`src/core/msr_defines.svh`:
```
/*
 * Offsets, field positions, widths and reset values of the monitor,
 * scaling and scratch register bank.
 * Assumes the serial front end hands over data bits 23..8 of a frame
 * as a 16-bit word whose bit 0 is frame bit 8.
 */
`ifndef MSR_DEFINES_SVH
`define MSR_DEFINES_SVH

// ==========================================================
// register indices on the internal access port
`define MSR_ADDR_W            7
`define MSR_ADDR_MON_SEL      7'h0C
`define MSR_ADDR_CORE_SCALE   7'h0D
`define MSR_ADDR_SCRATCH_A    7'h0E
`define MSR_ADDR_SCRATCH_B    7'h0F

// ==========================================================
// field layout inside the 16-bit data word
`define MSR_DATA_W            16
`define MSR_MON_SEL_LSB       0
`define MSR_MON_SEL_W         3
`define MSR_SCALE_LSB         0
`define MSR_SCALE_W           5
`define MSR_SCALE_MAX         5'h10

// ==========================================================
// power-on reset values
`define MSR_MON_SEL_RST       3'h0
`define MSR_SCALE_RST         5'h00
`define MSR_SCRATCH_RST       16'h0000

`endif

```
`src/core/msr_pkg.sv`:
```
/*
 * Types shared by the monitor, scaling and scratch register bank.
 * Assumes msr_defines.svh holds every number.
 */
package msr_pkg;

    // ==========================================================
    // monitor-one source codes
    typedef enum logic [2:0] {
        MSR_SRC_EXT      = 3'b000,
        MSR_SRC_PRE      = 3'b001,
        MSR_SRC_LDO_1    = 3'b010,
        MSR_SRC_RSVD3    = 3'b011,
        MSR_SRC_RSVD4    = 3'b100,
        MSR_SRC_BUCK_3   = 3'b101,
        MSR_SRC_EXT_HI0  = 3'b110,
        MSR_SRC_EXT_HI1  = 3'b111
    } msr_src_e;

endpackage

```
`src/core/msr_bank.sv`:
```
/*
 * Monitor source selector, read-only core buck scaling offset and two
 * scratch words, reached over a simple word access port.
 * Assumes the serial front end delivers one-cycle read and write
 * strobes, already CRC-checked, synchronous to I_REF_CLK.
 */
`timescale 1ns/1ps
`include "msr_defines.svh"

module msr_bank #(
    parameter int ADDR_W = `MSR_ADDR_W
) (
    input  wire logic                    I_REF_CLK,
    input  wire logic                    I_RST_N,
    input  wire logic [ADDR_W-1:0]       I_REG_ADDR,
    input  wire logic                    I_REG_WR,
    input  wire logic                    I_REG_RD,
    input  wire logic [`MSR_DATA_W-1:0]  I_REG_WDATA,
    input  wire logic [`MSR_SCALE_W-1:0] I_SCALE_CODE,
    output logic      [`MSR_DATA_W-1:0]  O_REG_RDATA,
    output logic                         O_REG_RVALID,
    output logic                         O_REG_ERR,
    output logic                         O_MON1_EXT,
    output logic                         O_MON1_PRE,
    output logic                         O_MON1_LDO_1,
    output logic                         O_MON1_BUCK_3,
    output logic      [`MSR_SCALE_W-1:0] O_CORE_SCALE
);

    // ==========================================================
    // elaboration check
    generate
        if (ADDR_W < `MSR_ADDR_W) begin : g_bad_addr_w
            $error("msr_bank: ADDR_W too narrow for the register indices");
        end
    endgenerate

    // ==========================================================
    // address decode
    logic                         hit_mon;
    logic                         hit_scale;
    logic                         hit_a;
    logic                         hit_b;
    logic                         hit_any;
    logic [`MSR_MON_SEL_W-1:0]    mon_sel;
    logic [`MSR_DATA_W-1:0]       scratch_a;
    logic [`MSR_DATA_W-1:0]       scratch_b;
    logic [`MSR_SCALE_W-1:0]      scale;
    logic [`MSR_SCALE_W-1:0]      next_scale;
    logic [`MSR_DATA_W-1:0]       next_rdata;

    assign hit_mon   = (I_REG_ADDR == ADDR_W'(`MSR_ADDR_MON_SEL));
    assign hit_scale = (I_REG_ADDR == ADDR_W'(`MSR_ADDR_CORE_SCALE));
    assign hit_a     = (I_REG_ADDR == ADDR_W'(`MSR_ADDR_SCRATCH_A));
    assign hit_b     = (I_REG_ADDR == ADDR_W'(`MSR_ADDR_SCRATCH_B));
    assign hit_any   = hit_mon | hit_scale | hit_a | hit_b;

    // ==========================================================
    // writable fields
    // selector storage
    msr_reg_cell #(
        .WIDTH (`MSR_MON_SEL_W),
        .RST   (`MSR_MON_SEL_RST)
    ) u_mon_sel (
        .i_clk   (I_REF_CLK),
        .i_rst_n (I_RST_N),
        .i_wr    (I_REG_WR & hit_mon),
        .i_wdata (I_REG_WDATA[`MSR_MON_SEL_LSB +: `MSR_MON_SEL_W]),
        .o_q     (mon_sel)
    );

    msr_reg_cell #(
        .WIDTH (`MSR_DATA_W),
        .RST   (`MSR_SCRATCH_RST)
    ) u_scratch_a (
        .i_clk   (I_REF_CLK),
        .i_rst_n (I_RST_N),
        .i_wr    (I_REG_WR & hit_a),
        .i_wdata (I_REG_WDATA),
        .o_q     (scratch_a)
    );

    msr_reg_cell #(
        .WIDTH (`MSR_DATA_W),
        .RST   (`MSR_SCRATCH_RST)
    ) u_scratch_b (
        .i_clk   (I_REF_CLK),
        .i_rst_n (I_RST_N),
        .i_wr    (I_REG_WR & hit_b),
        .i_wdata (I_REG_WDATA),
        .o_q     (scratch_b)
    );

    // ==========================================================
    // read-only scaling offset
    // clamp to minus 100 mV
    // codes above the last step have no meaning, so they never reach software
    always_comb begin
        if (I_SCALE_CODE > `MSR_SCALE_MAX) begin
            next_scale = `MSR_SCALE_MAX;
        end else begin
            next_scale = I_SCALE_CODE;
        end
    end

    always_ff @(posedge I_REF_CLK) begin
        if (!I_RST_N) begin
            scale <= `MSR_SCALE_RST;
        end else begin
            scale <= next_scale;
        end
    end

    always_ff @(posedge I_REF_CLK) begin
        if (!I_RST_N) begin
            O_CORE_SCALE <= `MSR_SCALE_RST;
        end else begin
            O_CORE_SCALE <= scale;
        end
    end

    // ==========================================================
    // monitor-one routing
    // source decode
    // reserved codes select nothing rather than guess a regulator
    always_ff @(posedge I_REF_CLK) begin
        if (!I_RST_N) begin
            O_MON1_EXT    <= 1'b1;
            O_MON1_PRE    <= 1'b0;
            O_MON1_LDO_1  <= 1'b0;
            O_MON1_BUCK_3 <= 1'b0;
        end else begin
            O_MON1_EXT    <= 1'b0;
            O_MON1_PRE    <= 1'b0;
            O_MON1_LDO_1  <= 1'b0;
            O_MON1_BUCK_3 <= 1'b0;
            case (msr_pkg::msr_src_e'(mon_sel))
                msr_pkg::MSR_SRC_EXT:     O_MON1_EXT    <= 1'b1;
                msr_pkg::MSR_SRC_EXT_HI0: O_MON1_EXT    <= 1'b1;
                msr_pkg::MSR_SRC_EXT_HI1: O_MON1_EXT    <= 1'b1;
                msr_pkg::MSR_SRC_PRE:     O_MON1_PRE    <= 1'b1;
                msr_pkg::MSR_SRC_LDO_1:   O_MON1_LDO_1  <= 1'b1;
                msr_pkg::MSR_SRC_BUCK_3:  O_MON1_BUCK_3 <= 1'b1;
                default:                  O_MON1_EXT    <= 1'b0;
            endcase
        end
    end

    // ==========================================================
    // read path
    // reserved read bits zero
    always_comb begin
        next_rdata = '0;
        if (hit_mon) begin
            next_rdata[`MSR_MON_SEL_LSB +: `MSR_MON_SEL_W] = mon_sel;
        end else if (hit_scale) begin
            next_rdata[`MSR_SCALE_LSB +: `MSR_SCALE_W] = scale;
        end else if (hit_a) begin
            next_rdata = scratch_a;
        end else if (hit_b) begin
            next_rdata = scratch_b;
        end
    end

    // read data stands until the next read strobe
    always_ff @(posedge I_REF_CLK) begin
        if (!I_RST_N) begin
            O_REG_RDATA <= '0;
        end else if (I_REG_RD) begin
            O_REG_RDATA <= next_rdata;
        end
    end

    always_ff @(posedge I_REF_CLK) begin
        if (!I_RST_N) begin
            O_REG_RVALID <= 1'b0;
        end else begin
            O_REG_RVALID <= I_REG_RD;
        end
    end

    // unmapped index, or a write to the read-only word
    always_ff @(posedge I_REF_CLK) begin
        if (!I_RST_N) begin
            O_REG_ERR <= 1'b0;
        end else begin
            O_REG_ERR <= ((I_REG_RD | I_REG_WR) & ~hit_any) | (I_REG_WR & hit_scale);
        end
    end

    // ==========================================================
    // checks
    mon_buck_route_a: assert property (
        @(posedge I_REF_CLK) disable iff (!I_RST_N)
        (I_REG_WR && hit_mon && I_REG_WDATA[2:0] == 3'b101) |=> ##1 O_MON1_BUCK_3 && !O_MON1_EXT
    ) else $error("buck three not routed after selector write");

    mon_reserved_idle_a: assert property (
        @(posedge I_REF_CLK) disable iff (!I_RST_N)
        (I_REG_WR && hit_mon && (I_REG_WDATA[2:0] == 3'b011 || I_REG_WDATA[2:0] == 3'b100))
        |=> ##1 !(O_MON1_EXT || O_MON1_PRE || O_MON1_LDO_1 || O_MON1_BUCK_3)
    ) else $error("reserved selector code routed a source");

    mon_ext_high_a: assert property (
        @(posedge I_REF_CLK) disable iff (!I_RST_N)
        (I_REG_WR && hit_mon && I_REG_WDATA[2:1] == 2'b11) |=> ##1 O_MON1_EXT
    ) else $error("codes 11x must select external regulator");

    scale_read_only_a: assert property (
        @(posedge I_REF_CLK) disable iff (!I_RST_N)
        (I_REG_WR && hit_scale && I_SCALE_CODE == $past(I_SCALE_CODE)) |=> scale == $past(scale)
    ) else $error("scaling field changed by a host write");

    scale_write_err_a: assert property (
        @(posedge I_REF_CLK) disable iff (!I_RST_N)
        (I_REG_WR && hit_scale) |=> O_REG_ERR
    ) else $error("write to read-only scaling word not flagged");

    scale_clamp_a: assert property (
        @(posedge I_REF_CLK) disable iff (!I_RST_N)
        O_REG_RVALID && $past(hit_scale) |-> O_REG_RDATA <= 16'h0010
    ) else $error("scaling readback beyond minus 100 mV");

    scratch_a_back_a: assert property (
        @(posedge I_REF_CLK) disable iff (!I_RST_N)
        (I_REG_WR && hit_a) ##1 (I_REG_RD && hit_a && !I_REG_WR)
        |=> O_REG_RDATA == $past(I_REG_WDATA, 2)
    ) else $error("scratch A readback differs from written value");

    scratch_b_hold_a: assert property (
        @(posedge I_REF_CLK) disable iff (!I_RST_N)
        !(I_REG_WR && hit_b) |=> scratch_b == $past(scratch_b)
    ) else $error("scratch B changed without a write");

    reserved_zero_a: assert property (
        @(posedge I_REF_CLK) disable iff (!I_RST_N)
        (I_REG_RD && hit_mon) |=> O_REG_RVALID && O_REG_RDATA[15:3] == 13'h0000
    ) else $error("reserved selector bits read nonzero");

    unmapped_err_a: assert property (
        @(posedge I_REF_CLK) disable iff (!I_RST_N)
        (I_REG_RD && !hit_any) |=> O_REG_ERR && O_REG_RDATA == 16'h0000
    ) else $error("unmapped read not flagged or not zero");

endmodule

```
`src/core/msr_reg_cell.sv`:
```
/*
 * One writable storage field with synchronous reset.
 * Assumes a single-cycle write strobe from the register decoder.
 */
`timescale 1ns/1ps

module msr_reg_cell #(
    parameter int              WIDTH = 16,
    parameter logic [WIDTH-1:0] RST  = '0
) (
    input  wire logic             i_clk,
    input  wire logic             i_rst_n,
    input  wire logic             i_wr,
    input  wire logic [WIDTH-1:0] i_wdata,
    output logic      [WIDTH-1:0] o_q
);

    // ==========================================================
    // storage
    always_ff @(posedge i_clk) begin
        if (!i_rst_n) begin
            o_q <= RST;
        end else if (i_wr) begin
            o_q <= i_wdata;
        end
    end

endmodule
```
`config.mk`:
```
export PLATFORM = sky130hd
export DESIGN_NAME = msr_bank
export DESIGN_NICKNAME = d
export VERILOG_FILES = /design/src/core/msr_pkg.sv /design/src/core/msr_bank.sv /design/src/core/msr_reg_cell.sv
export VERILOG_INCLUDE_DIRS = /design/src /design/src/core
export SDC_FILE = /design/constraint.sdc
export NUM_CORES = 1
export LEC_CHECK = 0
export BUFFER_PORTS_ARGS = -buffer_cell sky130_fd_sc_hd__buf_2
export CAP_MARGIN = 20
export CELL_PAD_IN_SITES_DETAIL_PLACEMENT = 0
export CELL_PAD_IN_SITES_GLOBAL_PLACEMENT = 2
export CORE_ASPECT_RATIO = 0.6
export CORE_UTILIZATION = 31
export CTS_CLUSTER_DIAMETER = 30
export DETAILED_ROUTE_END_ITERATION = 16
export PLACE_DENSITY_LB_ADDON = 0.1
export SYNTH_ARGS = -nofsm -noshare
export SYNTH_HDL_FRONTEND = slang
export SYNTH_HIERARCHICAL = 1
export SYNTH_SLANG_ARGS = --single-unit
```
`constraint.sdc`:
```
create_clock -name I_REF_CLK -period 1.7 [get_ports I_REF_CLK]
set_clock_uncertainty 0.15 [all_clocks]
set_input_delay 0.17 -clock I_REF_CLK [delete_from_list [all_inputs] [get_ports I_REF_CLK]]
set_output_delay 0.17 -clock I_REF_CLK [all_outputs]
set_load 0.05 [all_outputs]
```
* Word-level counts from Yosys, hierarchy flattened
Cells that the tools add are included. Widths: inputs -> output; s select.
Cells by class: order comparisons 1, equality and inequality tests 9, mux-type cells 11, bitwise operators 12, reduce and logical (&&, ||, !) cells 3
Operator list (number):
- $mux 16 | 2
- $eq 7x4->1 const B | 4
- $mux 13 | 1
- $mux 11 | 1
- $mux 5 | 2
- $eq 3x3->1 const B | 3
- $and 1x1->1 | 5
- $gt 5x5->1 const B | 1
- $or 1x1->1 | 5
- $mux 1 | 4
- $eq 3x1->1 const B | 1
- $eq 3x2->1 const B | 1
- $logic_not 3->1 | 1
- $mux 3 | 1
- $reduce_or 3->1 | 1
- $not 1->1 | 2
- $reduce_or 2->1 | 1
Storage, ports and cells: flip-flop bits (word level) 67, input port bits 32, output and inout port bits 27, logic and storage cells 49

* Logic depth before layout (Yosys ltp)
depth after elaboration 7, gate-level depth with buffers 8, gate-level depth less buffers 5

* By module
Netlist, hierarchy kept.
Modules (own cells, without submodules):
- msr_bank | times used 1, cells each 130, area each 1337.5 sq um
- msr_reg_cell (u_scratch_a ...) | times used 2, cells each 51, area each 615.6 sq um
- msr_reg_cell (u_mon_sel) | times used 1, cells each 9, area each 108.9 sq um

* Worst setup path after synthesis
OpenSTA, ideal clock, no wires.
path type input to register, start point input I_REG_ADDR[5], end point register u_scratch_a.o_q[10], data arrival time 1.385 ns, data required time 1.434 ns, setup slack 0.049 ns, stages on the path 7, buffers on the path 2, path through nor4b_4 > nand4_1 > nor2_1 > buf_6 > buf_12 > mux2i_1 > nor2b_1
Between the ends: longest elaborated chain between the ends 2
Ends and longest elaborated chain:
- from (decl) | RTL line msr_bank.sv:15 | input wire logic [ADDR_W-1:0] I_REG_ADDR,
- $eq 7x4->1 | RTL line msr_bank.sv:54 | assign hit_a = (I_REG_ADDR == ADDR_W'(`MSR_ADDR_SCRATCH_A));
- $and 1x1->1 | RTL line msr_bank.sv:78 | .i_wr (I_REG_WR & hit_a),
- to (signal assigned) | RTL line msr_reg_cell.sv:24 | o_q <= i_wdata;
- to (decl) | RTL line msr_reg_cell.sv:15 | output logic [WIDTH-1:0] o_q
Every way passes these cells. A chain may end at the register's enable or synchronous reset.

* Worst setup path in the final report
start point input I_REG_ADDR[5], end point register u_scratch_b.o_q[13]
Between the ends: longest elaborated chain between the ends 2
Ends and longest elaborated chain:
- $eq 7x4->1 | RTL line msr_bank.sv:55 | assign hit_b = (I_REG_ADDR == ADDR_W'(`MSR_ADDR_SCRATCH_B));
- $and 1x1->1 | RTL line msr_bank.sv:89 | .i_wr (I_REG_WR & hit_b),
- to (signal assigned) | RTL line msr_reg_cell.sv:24
- to (decl) | RTL line msr_reg_cell.sv:15
Every way passes these cells.

==> results.yml <==
run_status:
  outcome: "finished, final reports clean"
route:
  viasPerCell: 4.43
  firstDrtPassIters: 4
  num_vias: 1969
  drt_iter0_drc: 95
  post_drt_wl_per_cell_um: 14.1
  ant_nets: 0
  drc: 0
  finalWirelength_um: 6270
cts:
  cts_root_buf: "clkbuf_16"
  post_cts_buffers: 0
  clock_path_buffers: 2
  tritoncts: "built"
  path_clk_slew_ns: 0.05
  cts_resized: 0
  clock_latency_ns: 0.33
  cts_hold_buf: 21
  htreeDepth: 3
  numCtsBuffers: 9
  cts.sinks: 67
floorplanning:
  io_pins: 59
  start_util_pct: 32.9
  core_area_mm2: 0.00813
  die_w_um: 122
  rows: 25
  die_h_um: 74.0
  dieArea_mm2: 0.00903
sta:
  worst_pin_slew_ns: 0.275
  relSlewSlack_pct: 81.2
  setup-violations-final: 0
  rsz0062_at_grt: "false"
  max_freq_mhz: 728
  setup-tns-final_ns: 0
  slew_viol_final: 0
  setup_slack_ns: 0.326
  finalCriticalPeriod_ns: 1.37
  min_period_over_period_pct: 80.8
  hold_viol_final: 0
  whs_ns: 0.0172
global_routing:
  grt_max_degree: 27
  grt_pass1_vias: 1854
  gr-usage-all-layers_pct: 15.6
  grt-ovfl-total: 0
  grt_first_pass_wirelength_um: 9980
  antenna_found_initial: 0
power:
  leakagePower_nw: 1.44
  powerDensity_mw_per_mm2: 970
  ir_worst_vdd_mv: 0.474
  finalPower_mw: 3.51
synthesis:
  syn-num-nets: 273
  avgSynthCellArea_um2: 11.1
  synthDistinctLibCells: 34
  synth_enable_flop_cells: 0
  synth-async-reset-ratio_pct: 0
  yosysWarnings: 6
  seq_area_frac_synth_pct: 50.1
  netlist_instances: 241
  ys_seq_elements: 67
  synthFlopType: "dfxtp_1"
  synth_area_mm2: 0.00268
placement:
  gp_congestion: 0.686
  place_ws_ns: -0.0230
  place_area_mm2: 0.00314
  dp.final_hpwl_um: 4480
  dp_cells: 407
  port_buffers: 58
setup_path:
  path_max_fanout: 12
  required_ns: 1.77
  arrival_ns: 1.44
  startpoint_type: "input port"
  critPathKind: "in2reg"
  end_kind: "flip-flop"
final_layout:
  fin_area_mm2: 0.00362
  final_cell_mix: "dfxtp_1, buf_2, mux2i_1"
  finalNetCount: 363
  final_common_cell: "dfxtp_1"
  fin_util_pct: 44.6
  antenna_cells: 0
  register_area_mm2: 0.00134
  final.fill_count: 837
  syn2layout_area_growth_pct: 35.3
  multiInputGateArea_mm2: 0.00123
  final_cells: 444
  drive_gt1_share_pct: 31.0
min_path:
  hp-class: "in2reg"
run:
  drv_cap: 0
[area by class of cell]
class                      instances  share of cell area [%]
inverter                           1                   0.104
timing repair buffer              93                    17.7
clock buffer                      14                    7.29
clock inverter                     2                   0.276
multi-input combinational        159                    33.8
sequential                        67                    37.0
tap                              108                    3.73
[per-layer routing]
metal	wire, um	global-route usage, %	share of wire [%]
met1	3450	22.4	55
met2	2410	19.9	38
met3	338	6.60	5.4
met4	67	6.58	1.1
met5	0	0	0
[cells in the mapped netlist (all sizes together) (2+ instances only)]
| library cell | count | area, um^2 |
|---|---|---|
| nor2 | 3 | 11.3 |
| a2bb2oi | 2 | 17.5 |
| mux2i | 48 | 480 |
| and3 | 2 | 13.8 |
| mux2 | 3 | 33.8 |
| dfxtp | 67 | 1340 |
| a22oi | 3 | 22.5 |
| a32o | 2 | 20.0 |
| nand3 | 2 | 10.0 |
| clkbuf | 6 | 22.5 |
| nand2 | 16 | 60.1 |
| and2 | 11 | 68.8 |
| nand4b | 2 | 17.5 |
| buf | 8 | 88.8 |
| o21ai | 13 | 103 |
| nor2b | 38 | 238 |
| nand4 | 3 | 25.0 |
[power breakdown]
part | leakage (nW) | switching, mW | total [mW] | internal (mW)
Clock | 0.137 | 0.629 | 1.69 | 1.06
Sequential | 0.542 | 0.00580 | 1.59 | 1.59
Combinational | 0.758 | 0.117 | 0.231 | 0.114
[critical path: stages]
cell	delay (ns)
buf_2	0.11
nor4b_4	0.30
nand4_1	0.19
nor2_2	0.20
buf_12	0.18
mux2i_1	0.20
nor2b_1	0.06
[flip-flops by register name, summed over array words and instances, names as in the netlist, 3 cells and up]
register,cells
u_mon_sel/o_q,3
u_scratch_b/o_q,16
u_scratch_a/o_q,16
scale,5
O_REG_RDATA,16
O_CORE_SCALE,5
[cell families (layout without fill, tap and decap cells)]
kind of cell           Yosys count  count (layout)  synth area share, %
AND/OR/NAND/NOR                 85              85                 19.4
flip-flops                      67              67                 50.1
multiplexers                    51              51                 19.2
buffers and inverters           15             110                 4.30
AO/OA/AOI/OAI                   23              23                 6.96
[path summary, 6_finish.rpt]
| path | slack [ns] | startpoint | cells past startpoint | to |
|---|---|---|---|---|
| hold reg to reg | 0.30 | O_REG_RDATA[8] | 2 | O_REG_RDATA[8] |
| setup / recovery | 0.33 | I_REG_ADDR[5] | 7 | u_scratch_b/o_q[13] |
| hold / removal | 0.02 | I_REG_WR | 3 | O_REG_ERR |
| setup reg to reg | 0.52 | u_scratch_b/o_q[0] | 3 | O_REG_RDATA[0] |
Power figures use the tool's default switching activity.
